--- src/shared/rarl_regs.vh ---
`ifndef RARL_REGS_VH
`define RARL_REGS_VH
// ----------------------------------------
// Route types
// ----------------------------------------
`define RARL_TYPE_SINGLE  2'h0
`define RARL_TYPE_MAPPED  2'h1
`define RARL_TYPE_RANGE   2'h2
`define RARL_TYPE_DEFAULT 2'h3
// ----------------------------------------
// Commands
// ----------------------------------------
`define RARL_CMD_ADD      3'h0
`define RARL_CMD_DEL      3'h1
`define RARL_CMD_DELALL   3'h2
`define RARL_CMD_LISTALL  3'h3
`define RARL_CMD_LISTTYPE 3'h4
`define RARL_CMD_PROTO    3'h5
// ----------------------------------------
// Status codes
// ----------------------------------------
`define RARL_ST_OK        2'h0
`define RARL_ST_FULL      2'h1
`define RARL_ST_NOTFOUND  2'h2
// ----------------------------------------
// Reset values
// ----------------------------------------
`define RARL_RST_RADIO    16'h0000
// ----------------------------------------
// Modbus address width in bits
// ----------------------------------------
`define RARL_MODBUS_BITS  8
`endif

--- src/rtl/rarl_air_filter.v ---
`timescale 1ns/10ps
`default_nettype none
module rarl_air_filter #(
  parameter RW = 16
) (
  // Clock and reset
  input  wire          core_clk,
  input  wire          rst,
  // Own address
  input  wire [RW-1:0] ownRadio,
  // Air receive
  input  wire          airValid,
  input  wire [RW-1:0] airDest,
  input  wire [7:0]    airData,
  input  wire          airLast,
  // Accepted
  output reg           acceptValid,
  output reg  [7:0]    acceptData,
  output reg           acceptLast
);
  reg inFrame_q;
  reg keep_q;
  wire isFirst;
  wire keepNow;
  assign isFirst = airValid && !inFrame_q;
  // Destination is judged on the first byte and held for the frame
  assign keepNow = isFirst ? (airDest == ownRadio) : keep_q;
  always @(posedge core_clk) begin
    if (rst) begin
      inFrame_q   <= 1'b0;
      keep_q      <= 1'b0;
      acceptValid <= 1'b0;
      acceptData  <= 8'h00;
      acceptLast  <= 1'b0;
    end else begin
      acceptValid <= airValid && keepNow;
      acceptData  <= airData;
      acceptLast  <= airValid && airLast && keepNow;
      if (airValid) begin
        inFrame_q <= !airLast;
        keep_q    <= keepNow;
      end
    end
  end
endmodule
`default_nettype wire

--- src/rtl/rarl_match.v ---
`timescale 1ns/10ps
`default_nettype none
module rarl_match #(
  parameter RW = 16,
  parameter AW = 16
) (
  // Entry
  input  wire          valid,
  input  wire [1:0]    kind,
  input  wire [AW-1:0] srcLo,
  input  wire [AW-1:0] srcHi,
  input  wire [RW-1:0] radio,
  // Query
  input  wire [AW-1:0] termAddr,
  // Result
  output reg           hitSingle,
  output reg           hitSpan,
  output reg  [RW-1:0] outRadio
);
`include "rarl_regs.vh"
  wire inSpan;
  wire [AW-1:0] offs;
  assign inSpan = (termAddr >= srcLo) && (termAddr <= srcHi);
  assign offs   = termAddr - srcLo;
  always @* begin
    hitSingle = valid && (kind == `RARL_TYPE_SINGLE) && (termAddr == srcLo);
    hitSpan   = valid && inSpan &&
                ((kind == `RARL_TYPE_MAPPED) || (kind == `RARL_TYPE_RANGE));
    if (kind == `RARL_TYPE_MAPPED) begin
      // Offset is cut to radio width; wide address spaces wrap on purpose
      outRadio = radio + offs[RW-1:0];
    end else begin
      outRadio = radio;
    end
  end
endmodule
`default_nettype wire

--- src/rtl/rarl_route_lookup.v ---
`timescale 1ns/10ps
`default_nettype none
module rarl_route_lookup #(
  parameter RW      = 16,
  parameter AW      = 16,
  parameter ENTRIES = 8,
  parameter IW      = 3
) (
  // Clock and reset
  input  wire          core_clk,
  input  wire          rst,
  // Maintenance command
  input  wire          cmdValid,
  input  wire [2:0]    cmdOp,
  input  wire          cmdPort,
  input  wire [1:0]    cmdType,
  input  wire [IW-1:0] cmdRouteIndex,
  input  wire [AW-1:0] cmdSrcLo,
  input  wire [AW-1:0] cmdSrcHi,
  input  wire [RW-1:0] cmdRadio,
  input  wire          cmdModbus,
  output reg           cmdReady,
  output reg           cmdDone,
  output reg  [1:0]    cmdStatus,
  output reg  [IW-1:0] cmdIndexOut,
  // Route listing
  output reg           listValid,
  output reg  [IW-1:0] listRouteIndex,
  output reg  [1:0]    listType,
  output reg  [AW-1:0] listSrcLo,
  output reg  [AW-1:0] listSrcHi,
  output reg  [RW-1:0] listRadio,
  output reg           listLast,
  // Decoded packet from serial side
  input  wire          pktValid,
  input  wire          pktPort,
  input  wire          pktFirst,
  input  wire [AW-1:0] pktTermAddr,
  input  wire [7:0]    pktData,
  input  wire          pktEnd,
  // Over-air transmit
  output reg           txValid,
  output reg  [RW-1:0] txRadio,
  output reg  [7:0]    txData,
  output reg           txLast,
  output reg           pktDropped,
  // Own address and over-air receive
  input  wire [RW-1:0] ownRadio,
  input  wire          airValid,
  input  wire [RW-1:0] airDest,
  input  wire [7:0]    airData,
  input  wire          airLast,
  output wire          rxValid,
  output wire [7:0]    rxData,
  output wire          rxLast
);
`include "rarl_regs.vh"
  // ----------------------------------------
  // Route storage, one table per port
  // ----------------------------------------
  localparam N = 2 * ENTRIES;
  reg          ent_v_q   [0:N-1];
  reg [1:0]    ent_t_q   [0:N-1];
  reg [AW-1:0] ent_lo_q  [0:N-1];
  reg [AW-1:0] ent_hi_q  [0:N-1];
  reg [RW-1:0] ent_r_q   [0:N-1];
  reg          modbus_q  [0:1];
  reg          dflt_v_q  [0:1];
  reg [RW-1:0] dflt_r_q  [0:1];

  // ----------------------------------------
  // Lookup, combinational over selected port
  // ----------------------------------------
  wire [AW-1:0] qAddr;
  // Modbus destinations are one byte; upper bits are ignored
  assign qAddr = modbus_q[pktPort] ?
                 {{(AW-`RARL_MODBUS_BITS){1'b0}}, pktTermAddr[`RARL_MODBUS_BITS-1:0]} :
                 pktTermAddr;
  wire [ENTRIES-1:0] hSing;
  wire [ENTRIES-1:0] hSpan;
  wire [RW-1:0]      mRad [0:ENTRIES-1];
  genvar g;
  generate
    for (g = 0; g < ENTRIES; g = g + 1) begin : gMatch
      rarl_match #(.RW(RW), .AW(AW)) uMatch (
        .valid     (ent_v_q[pktPort*ENTRIES+g]),
        .kind      (ent_t_q[pktPort*ENTRIES+g]),
        .srcLo     (ent_lo_q[pktPort*ENTRIES+g]),
        .srcHi     (ent_hi_q[pktPort*ENTRIES+g]),
        .radio     (ent_r_q[pktPort*ENTRIES+g]),
        .termAddr  (qAddr),
        .hitSingle (hSing[g]),
        .hitSpan   (hSpan[g]),
        .outRadio  (mRad[g])
      );
    end
  endgenerate
  reg          found;
  reg [RW-1:0] foundRadio;
  integer k;
  always @* begin
    found      = 1'b0;
    foundRadio = `RARL_RST_RADIO;
    // Reverse scan so the lowest index is left standing
    for (k = ENTRIES - 1; k >= 0; k = k - 1) begin
      if (hSpan[k]) begin
        found      = 1'b1;
        foundRadio = mRad[k];
      end
    end
    for (k = ENTRIES - 1; k >= 0; k = k - 1) begin
      if (hSing[k]) begin
        found      = 1'b1;
        foundRadio = mRad[k];
      end
    end
    if (!found && dflt_v_q[pktPort]) begin
      found      = 1'b1;
      foundRadio = dflt_r_q[pktPort];
    end
  end

  // ----------------------------------------
  // Packet forwarding
  // ----------------------------------------
  reg          fwd_q;
  reg [RW-1:0] dest_q;
  wire         fwdNow;
  wire [RW-1:0] destNow;
  // Route is chosen on the header byte and held until packet end
  assign fwdNow  = pktFirst ? found : fwd_q;
  assign destNow = pktFirst ? foundRadio : dest_q;
  always @(posedge core_clk) begin
    if (rst) begin
      fwd_q      <= 1'b0;
      dest_q     <= `RARL_RST_RADIO;
      txValid    <= 1'b0;
      txRadio    <= `RARL_RST_RADIO;
      txData     <= 8'h00;
      txLast     <= 1'b0;
      pktDropped <= 1'b0;
    end else begin
      txValid    <= pktValid && fwdNow;
      txRadio    <= destNow;
      txData     <= pktData;
      txLast     <= pktValid && pktEnd && fwdNow;
      pktDropped <= pktValid && pktFirst && !found;
      if (pktValid) begin
        fwd_q  <= fwdNow && !pktEnd;
        dest_q <= destNow;
      end
    end
  end

  // ----------------------------------------
  // Table maintenance and listing
  // ----------------------------------------
  localparam S_IDLE = 2'h0;
  localparam S_LIST = 2'h1;
  reg [1:0]  state_q;
  reg [IW:0] scan_q;
  reg        lPort_q;
  reg        lAll_q;
  reg [1:0]  lType_q;
  // Free slot search in the command's port
  reg          freeHit;
  reg [IW-1:0] freeIdx;
  integer      f;
  always @* begin
    freeHit = 1'b0;
    freeIdx = {IW{1'b0}};
    for (f = ENTRIES - 1; f >= 0; f = f - 1) begin
      if (!ent_v_q[cmdPort*ENTRIES+f]) begin
        freeHit = 1'b1;
        freeIdx = f[IW-1:0];
      end
    end
  end
  wire [IW:0]  slot;
  wire         slotHit;
  assign slot    = {cmdPort, cmdRouteIndex};
  assign slotHit = ent_v_q[slot] && (ent_t_q[slot] == cmdType);
  wire [IW:0]  lSlot;
  wire         lHit;
  wire         scanEnd;
  assign lSlot   = {lPort_q, scan_q[IW-1:0]};
  assign lHit    = ent_v_q[lSlot] && (lAll_q || (ent_t_q[lSlot] == lType_q));
  assign scanEnd = (scan_q == ENTRIES);
  integer j;
  always @(posedge core_clk) begin
    if (rst) begin
      for (j = 0; j < N; j = j + 1) begin
        ent_v_q[j]  <= 1'b0;
        ent_t_q[j]  <= 2'h0;
        ent_lo_q[j] <= {AW{1'b0}};
        ent_hi_q[j] <= {AW{1'b0}};
        ent_r_q[j]  <= `RARL_RST_RADIO;
      end
      for (j = 0; j < 2; j = j + 1) begin
        modbus_q[j] <= 1'b0;
        dflt_v_q[j] <= 1'b0;
        dflt_r_q[j] <= `RARL_RST_RADIO;
      end
      state_q        <= S_IDLE;
      scan_q         <= {(IW+1){1'b0}};
      lPort_q        <= 1'b0;
      lAll_q         <= 1'b0;
      lType_q        <= 2'h0;
      cmdReady       <= 1'b0;
      cmdDone        <= 1'b0;
      cmdStatus      <= `RARL_ST_OK;
      cmdIndexOut    <= {IW{1'b0}};
      listValid      <= 1'b0;
      listRouteIndex <= {IW{1'b0}};
      listType       <= 2'h0;
      listSrcLo      <= {AW{1'b0}};
      listSrcHi      <= {AW{1'b0}};
      listRadio      <= `RARL_RST_RADIO;
      listLast       <= 1'b0;
    end else begin
      cmdDone   <= 1'b0;
      listValid <= 1'b0;
      listLast  <= 1'b0;
      case (state_q)
        S_IDLE: begin
          cmdReady <= 1'b1;
          if (cmdValid && cmdReady) begin
            cmdDone   <= 1'b1;
            cmdStatus <= `RARL_ST_OK;
            case (cmdOp)
              `RARL_CMD_ADD: begin
                if (cmdType == `RARL_TYPE_DEFAULT) begin
                  dflt_v_q[cmdPort] <= 1'b1;
                  dflt_r_q[cmdPort] <= cmdRadio;
                end else if (freeHit) begin
                  ent_v_q[{cmdPort, freeIdx}]  <= 1'b1;
                  ent_t_q[{cmdPort, freeIdx}]  <= cmdType;
                  ent_lo_q[{cmdPort, freeIdx}] <= cmdSrcLo;
                  // A single route uses its one address as both bounds
                  ent_hi_q[{cmdPort, freeIdx}] <=
                    (cmdType == `RARL_TYPE_SINGLE) ? cmdSrcLo : cmdSrcHi;
                  ent_r_q[{cmdPort, freeIdx}]  <= cmdRadio;
                  cmdIndexOut                  <= freeIdx;
                end else begin
                  cmdStatus <= `RARL_ST_FULL;
                end
              end
              `RARL_CMD_DEL: begin
                if (cmdType == `RARL_TYPE_DEFAULT) begin
                  dflt_v_q[cmdPort] <= 1'b0;
                end else if (slotHit) begin
                  ent_v_q[slot] <= 1'b0;
                end else begin
                  cmdStatus <= `RARL_ST_NOTFOUND;
                end
              end
              `RARL_CMD_DELALL, `RARL_CMD_PROTO: begin
                for (j = 0; j < ENTRIES; j = j + 1) begin
                  ent_v_q[cmdPort*ENTRIES+j] <= 1'b0;
                end
                dflt_v_q[cmdPort] <= 1'b0;
                if (cmdOp == `RARL_CMD_PROTO) begin
                  modbus_q[cmdPort] <= cmdModbus;
                end
              end
              `RARL_CMD_LISTALL, `RARL_CMD_LISTTYPE: begin
                cmdDone  <= 1'b0;
                cmdReady <= 1'b0;
                state_q  <= S_LIST;
                scan_q   <= {(IW+1){1'b0}};
                lPort_q  <= cmdPort;
                lAll_q   <= (cmdOp == `RARL_CMD_LISTALL);
                lType_q  <= cmdType;
              end
              default: begin
                cmdStatus <= `RARL_ST_NOTFOUND;
              end
            endcase
          end
        end
        S_LIST: begin
          // One table slot per cycle; default route is reported last
          if (!scanEnd) begin
            listValid      <= lHit;
            listRouteIndex <= scan_q[IW-1:0];
            listType       <= ent_t_q[lSlot];
            listSrcLo      <= ent_lo_q[lSlot];
            listSrcHi      <= ent_hi_q[lSlot];
            listRadio      <= ent_r_q[lSlot];
            scan_q         <= scan_q + 1'b1;
          end else begin
            listValid      <= dflt_v_q[lPort_q] &&
                              (lAll_q || (lType_q == `RARL_TYPE_DEFAULT));
            listRouteIndex <= {IW{1'b1}};
            listType       <= `RARL_TYPE_DEFAULT;
            listSrcLo      <= {AW{1'b0}};
            listSrcHi      <= {AW{1'b0}};
            listRadio      <= dflt_r_q[lPort_q];
            listLast       <= 1'b1;
            cmdDone        <= 1'b1;
            state_q        <= S_IDLE;
          end
        end
        default: begin
          state_q <= S_IDLE;
        end
      endcase
    end
  end

  // ----------------------------------------
  // Over-air receive address filter
  // ----------------------------------------
  rarl_air_filter #(.RW(RW)) uAir (
    .core_clk    (core_clk),
    .rst         (rst),
    .ownRadio    (ownRadio),
    .airValid    (airValid),
    .airDest     (airDest),
    .airData     (airData),
    .airLast     (airLast),
    .acceptValid (rxValid),
    .acceptData  (rxData),
    .acceptLast  (rxLast)
  );
endmodule
`default_nettype wire

--- config.mk ---
export PLATFORM = sky130hd
export DESIGN_NAME = rarl_route_lookup
export DESIGN_NICKNAME = d
export VERILOG_FILES = /design/src/rtl/rarl_air_filter.v /design/src/rtl/rarl_match.v /design/src/rtl/rarl_route_lookup.v
export VERILOG_INCLUDE_DIRS = /design/src /design/src/shared
export SDC_FILE = /design/constraint.sdc
export NUM_CORES = 2
export LEC_CHECK = 0
export BUFFER_PORTS_ARGS = -buffer_cell sky130_fd_sc_hd__buf_2
export CAP_MARGIN = 20
export CELL_PAD_IN_SITES_DETAIL_PLACEMENT = 1
export CELL_PAD_IN_SITES_GLOBAL_PLACEMENT = 2
export CORE_MARGIN = 4
export CORE_UTILIZATION = 46
export DETAILED_ROUTE_END_ITERATION = 16
export PLACE_DENSITY = 0.91
export SLEW_MARGIN = 10
export SYNTH_ARGS = -nofsm -noshare
export SYNTH_HDL_FRONTEND = slang
export SYNTH_SLANG_ARGS = --single-unit
export TNS_END_PERCENT = 30
--- constraint.sdc ---
create_clock -name core_clk -period 19.6 [get_ports core_clk]
set_clock_uncertainty 0.1 [all_clocks]
set_input_delay 0.98 -clock core_clk [delete_from_list [all_inputs] [get_ports core_clk]]
set_output_delay 0.98 -clock core_clk [all_outputs]
set_load 0.05 [all_outputs]
Word-level counts from Yosys, hierarchy flattened
Memory sizes are Yosys's and may differ from the RTL's. A register that Yosys moved wholly into a read port is not among the register bits. Cells that the tools add are included.

$add $sub $neg: 31. Order comparisons: 16. Equality and inequality tests: 40. Muxes and demuxes: 182. Bitwise logic cells: 4. Reductions and logical operators: 108.

Operators by type and width (count): two-way mux 16 bit (35); equality test 16 bit (9); adder 16 bit (8); >= comparator 16 bit (8); <= comparator 16 bit (8); subtractor 16 bit (8); two-way mux 1 bit (110); two-way mux 4 bit (17); OR reduction 16 bit (4); logical AND 1 bit (55); adder 4 x 3 -> 4 bit (second input constant) (8); two-way mux 3 bit (9); equality test 2 bit (second input constant) (10); zero test 2 bit (10); equality test 2 x 1 -> 1 bit (second input constant) (9); adder 4 x 2 -> 4 bit (second input constant) (4); two-way mux 2 bit (7); adder 4 x 1 -> 4 bit (second input constant) (3); OR reduction 1 bit (12); logical OR 1 bit (10); one-hot mux 4 bit (2 select lines) (1); OR reduction 2 bit (4); equality test 3 x 2 -> 1 bit (second input constant) (2); equality test 3 bit (second input constant) (2); 18 further kinds (28).

Flip-flop bits (word level): 128. Memory bits (writable): 852. Input port bits: 131. Output and inout port bits: 99. Word-level logic and storage cells: 417. Memories: 8.

Memories: ent_hi_q (depth 16, width 16, read ports 9, clocked after memory_dff 0, write ports 16, RTL line rarl_route_lookup.v:65) `reg [AW-1:0] ent_hi_q [0:N-1];`; ent_lo_q (depth 16, width 16, read ports 9, clocked after memory_dff 0, write ports 16, RTL line rarl_route_lookup.v:64) `reg [AW-1:0] ent_lo_q [0:N-1];`; ent_r_q (depth 16, width 16, read ports 9, clocked after memory_dff 0, write ports 16, RTL line rarl_route_lookup.v:66) `reg [RW-1:0] ent_r_q [0:N-1];`; dflt_r_q (depth 2, width 16, read ports 2, clocked after memory_dff 1, write ports 2, RTL line rarl_route_lookup.v:69) `reg [RW-1:0] dflt_r_q [0:1];`; ent_t_q (depth 16, width 2, read ports 10, clocked after memory_dff 0, write ports 16, RTL line rarl_route_lookup.v:63) `reg [1:0] ent_t_q [0:N-1];`; ent_v_q (depth 16, width 1, read ports 18, clocked after memory_dff 0, write ports 16, RTL line rarl_route_lookup.v:62) `reg ent_v_q [0:N-1];`; +2 memories.

Logic depth before layout (Yosys ltp)
An unclocked memory read counts as a cell.

Depth after elaboration: 27. Gate-level depth with buffers: 33. Gate-level depth less buffers: 20.

By module
Synthesis repeated with hierarchy kept, for this count alone.

Cells, all modules: 6413. Area total of the unflattened synthesis: 69367.8 um2.

By module, submodules not included: rarl_route_lookup (times used 1, cells each 3755, area an instance 50118.1 um2, seq. area each 27766.6 um2); rarl_match at gMatch[0].uMatch ... (times used 7, cells each 328, area an instance 2352.3 um2, seq. area each 0.0 um2); rarl_match at gMatch[7].uMatch (times used 1, cells each 308, area an instance 2247.2 um2, seq. area each 0.0 um2); rarl_air_filter (times used 1, cells each 54, area an instance 536.8 um2, seq. area each 240.2 um2).

Worst setup path before layout
OpenSTA, ideal clock, no wires.

Path type: input-to-reg. From: input pktPort. To: register txRadio[15]. Library setup time: 0.079 ns. Data arrival time: 7.125 ns. Required time: 19.421 ns. Setup slack: 12.295 ns. Cell stages on the path: 30. Buffers on the path: 14. Cells stage by stage: buf_6 -> buf_8 -> buf_8 -> buf_8 -> buf_6 -> buf_4 -> buf_4 -> buf_4 -> buf_2 -> buf_4 -> buf_4 -> buf_4 -> clkbuf_1 -> buf_2 -> mux2i_1 -> fa_1 -> ha_1 -> or4_1 -> o21ai_0 -> a21oi_1 -> nor4b_1 -> a2111oi_0 -> mux2i_1 -> a31oi_1 -> o21ai_0 -> nand4b_1 -> o2111ai_1 -> o211ai_1 -> and4b_1 -> a211oi_2.

Longest elaborated chain between the ends: 26. Elaborated cells on any way between the ends: 172. Those cells by class: add/sub (23); order compare (16); eq/ne (24); mux (43); reduce/logical (58); memory (8).

Ends and longest elaborated chain: start: declaration (RTL line rarl_route_lookup.v:36) `input wire pktPort,`; parallel branches: the longest is 24 deep, another holds memory (16 x 16 bit); two-way mux 16 bit * (RTL line rarl_route_lookup.v:117) `if (!found && dflt_v_q[pktPort]) begin`; two-way mux 16 bit * (RTL line rarl_route_lookup.v:132) `assign destNow = pktFirst ? foundRadio : dest_q;`; end signal: assignment (RTL line rarl_route_lookup.v:138) `` txRadio <= `RARL_RST_RADIO; ``; end signal: assignment (RTL line rarl_route_lookup.v:144) `txRadio <= destNow;`; end: declaration (RTL line rarl_route_lookup.v:43) `output reg [RW-1:0] txRadio,`.

Every way passes the cells marked *. A chain may end at the register's enable or synchronous reset.

Final worst setup path
From: input pktPort. To: register dest_q[11].

Longest elaborated chain between the ends: 26. Elaborated cells on any way between the ends: 172. Those cells by class: add/sub (23); order compare (16); eq/ne (24); mux (43); reduce/logical (58); memory (8).

Ends and longest elaborated chain: parallel branches: the longest is 24 deep, another holds memory (16 x 16 bit); two-way mux 16 bit * (RTL line rarl_route_lookup.v:117); two-way mux 16 bit * (RTL line rarl_route_lookup.v:132); end signal: assignment (RTL line rarl_route_lookup.v:136) `` dest_q <= `RARL_RST_RADIO; ``; end signal: assignment (RTL line rarl_route_lookup.v:150) `dest_q <= destNow;`; end: declaration (RTL line rarl_route_lookup.v:127) `reg [RW-1:0] dest_q;`.

Marks and branches as above.

==> flow_summary.toml <==
[die]
start_util_pct = 46.2
fp.dieW_um = 393
rows = 141
die_y_um = 393
core_mm2 = 0.147
io_pins = 230
die_area_mm2 = 0.154

[worst_setup_path]
endpoint_kind = "flop"
worstSetupStartpointType = "input port"
startpoint = "pktPort"
critPathKind = "input port to flop"
cp_slowest_cell = "nand2_1"
critical_path_depth = 18
rrSetupSlack_ns = 11.96
crit_family = "simple AND/OR/NAND/NOR gates"
critPathCapture = "dest_q[11]$_SDFFE_PP0P_"
rr_startpoint = "modbus_q[1]$_SDFFCE_PN0P_"
max_stage_delay_ns = 1.03
crit_arrival_ns = 8.25
required_ns = 20.07
path_cells = "buf_8 -> buf_4 -> buf_4 -> mux2_2 -> ha_1 -> nor2b_1 -> o211ai_1 -> a31oi_1 -> nor3_1 -> o31ai_1 -> o21ai_1 -> nand2_1 -> nor2_1 -> a22oi_1 -> a211oi_1 -> a211oi_1 -> nor3b_1 -> o32ai_1"
reg2reg_to = "dest_q[10]$_SDFFE_PP0P_"
path_max_fanout = 47
ff2ff_path_depth = 21
crit_buf_inv = 3

[placement]
globalplace.congestion = 1.04
portBuffers = 229
dp_hpwl_um = 234000

[global_routing]
grt_max_degree = 141
grt_usage_pct = 40.2
overflow = 0
antenna_found_initial = 18
grt_pass1_wl_um = 438000
grt_pass1_vias = 57400

[run]
maxCapViolCount = 0

[route]
wl_met2_um = 139000
vias_per_cell = 6.81
wl_um = 316000
vias = 56800
wl_met3_um = 32300
top_layer = "met5"
drt-initial-drc-count = 7045
firstDrtPassIters = 6
drc = 0
detail-route-antenna-nets = 0
met1_length_um = 117000
wl_per_cell_um = 37.9

[clock_network]
cts-root-buf = "clkbuf_16"
clock-sinks = 980
ctsResizeCount = 0
cts_buffers = 108
cts_tree = "built"
postCtsSetupBuffers = 0
cts-htree-levels = 3
hold_buffers = 0
clock_tree.buffer_depth = 3
path_clk_slew_ns = 0.06
clk_latency_ns = 0.77

[cells_and_area]
area_growth_pct = 9.93
finalNetCount = 6905
drive_above_1_share_pct = 16.6
final_common_cell = "edfxtp_1"
final_cell_mix = "838 x edfxtp_1, 576 x nor2_1, 443 x and3_1, 400 x mux2i_1, 382 x ha_1"
fin_util_pct = 50.8
fill_cells = 15700

[sta]
setup_viol = 0
period_needed_ns = 7.78
min_period_over_period_pct = 39.7
maxSlewViolCount = 0
setup-tns-final_ns = 0
finalHoldViolations = 0
rsz0062_at_grt = "false"
worst_slew_pin_slew_ns = 1.28
max_clock_freq_mhz = 129
max_slew_margin_pct = 12.4

[logic_synthesis]
syn-instance-count = 6247
ys_seq_elements = 980
syn_area_per_cell_um2 = 10.9
async_reset_ff_share_pct = 0
mappedNetlistNets = 6854
syn_area_mm2 = 0.0682
synth.distinct_cells = 119
yosys_most_used_dff = "edfxtp_1"
synth-edff-count = 838
ys_seq_area_share_pct = 41.1
synth_warnings = 0

[pwr]
power_density_mw_per_mm2 = 80.1
peakVddDrop_mv = 0.0732
power.total_mw = 6.00
leakage_nw = 31.1

[outcome]
status = "complete, no violations"

[min_path]
min_path_type = "input port to flop"
==> registers in the layout, indices dropped and copies added, names as in the netlist, 16 cells and up, named ones only <==
name / flops
listSrcLo: 16
dest_q: 16
listRadio: 16
ent_lo_q: 256
ent_r_q: 256
listSrcHi: 16
ent_hi_q: 256
ent_v_q: 16
dflt_r_q: 32
txRadio: 16
ent_t_q: 32
==> worst min-delay path by stage <==
stage / start / to / cells past startpoint
after floorplan: dest_q[14]$_SDFFE_PP0P_ / dest_q[14]$_SDFFE_PP0P_ / 2
after global placement: dest_q[14]$_SDFFE_PP0P_ / dest_q[14]$_SDFFE_PP0P_ / 2
after detailed placement: cmdStatus[0]$_SDFFE_PP0P_ / cmdStatus[0]$_SDFFE_PP0P_ / 2
after CTS: pktData[3] / txData[3]$_SDFF_PP0_ / 2
after global routing: pktData[6] / txData[6]$_SDFF_PP0_ / 2
final: pktData[3] / txData[3]$_SDFF_PP0_ / 2
==> power by group <==
part           internal (mW)  total (mW)  switching, mW  leakage [nW]
Combinational          0.484        1.44          0.954          19.5
Clock                   1.26        2.17          0.918          1.85
Sequential              2.33        2.39         0.0590          9.71
==> layer usage <==
| layer | GRT usage, % | up-vias |
|---|---|---|
| met1 | 50.6 | 28900 |
| met3 | 8.86 | 914 |
| met5 | 0 | - |
| met2 | 61.1 | 3582 |
| met4 | 29.0 | 6 |
| li1 | - | 23300 |
==> Yosys cell counts, types with 65 or more instances <==
cell type    n  area share, %
mux2i_1    400            5.9
a21o_1      69           0.76
dfxtp_1    142            4.2
clkbuf_1   297            1.6
nor2b_1    103           0.94
mux4_2     258            8.5
and2_1     192            1.8
xor2_1      65           0.83
xnor2_1    121            1.6
inv_1      284            1.6
edfxtp_1   838             37
fa_1        94            2.8
ha_1       382            7.0
nand3_1     93           0.68
nand2_1    289            1.6
nor3_1      92           0.68
a21oi_1    269            2.0
and3_1     443            4.1
nor2_1     582            3.2
o21ai_0    236            1.7
mux2_2     147            2.4
==> stage by stage <==
stage | hold WS (ns) | instances | worst slack [ns] | cell area [um^2]
CTS | 0.291 | 8315 | 12.24 | 74900
global route | 0.317 | 8322 | 11.77 | 74900
floorplan | 0.347 | 6247 | 12.30 | 68200
finish | 0.328 | 8335 | 11.82 | 75000
detailed placement | 0.365 | 8112 | 11.48 | 71100
global placement | 0.355 | 8108 | 11.56 | 71100
==> cell families after synthesis <==
family,synth area share [%]
buf+inv,4.48
fa+ha+maj,9.90
flops,41.1
compound gates,9.55
mux,16.9
xor+xnor,2.39
simple gates,15.7
==> cell type report <==
| cell class | count | area [um^2] | share of cell area, % |
|---|---|---|---|
| multi-input combinational | 4544 | 37400 | 49.8 |
| sequential | 980 | 28000 | 37.4 |
| clock buffer | 151 | 3150 | 4.21 |
| tap | 1930 | 2410 | 3.22 |
| timing repair buffer | 370 | 2290 | 3.06 |
| inverter | 294 | 1110 | 1.48 |
| clock inverter | 52 | 591 | 0.788 |
| antenna | 14 | 35.0 | 0.0467 |
(Power assumes the default switching activity.)
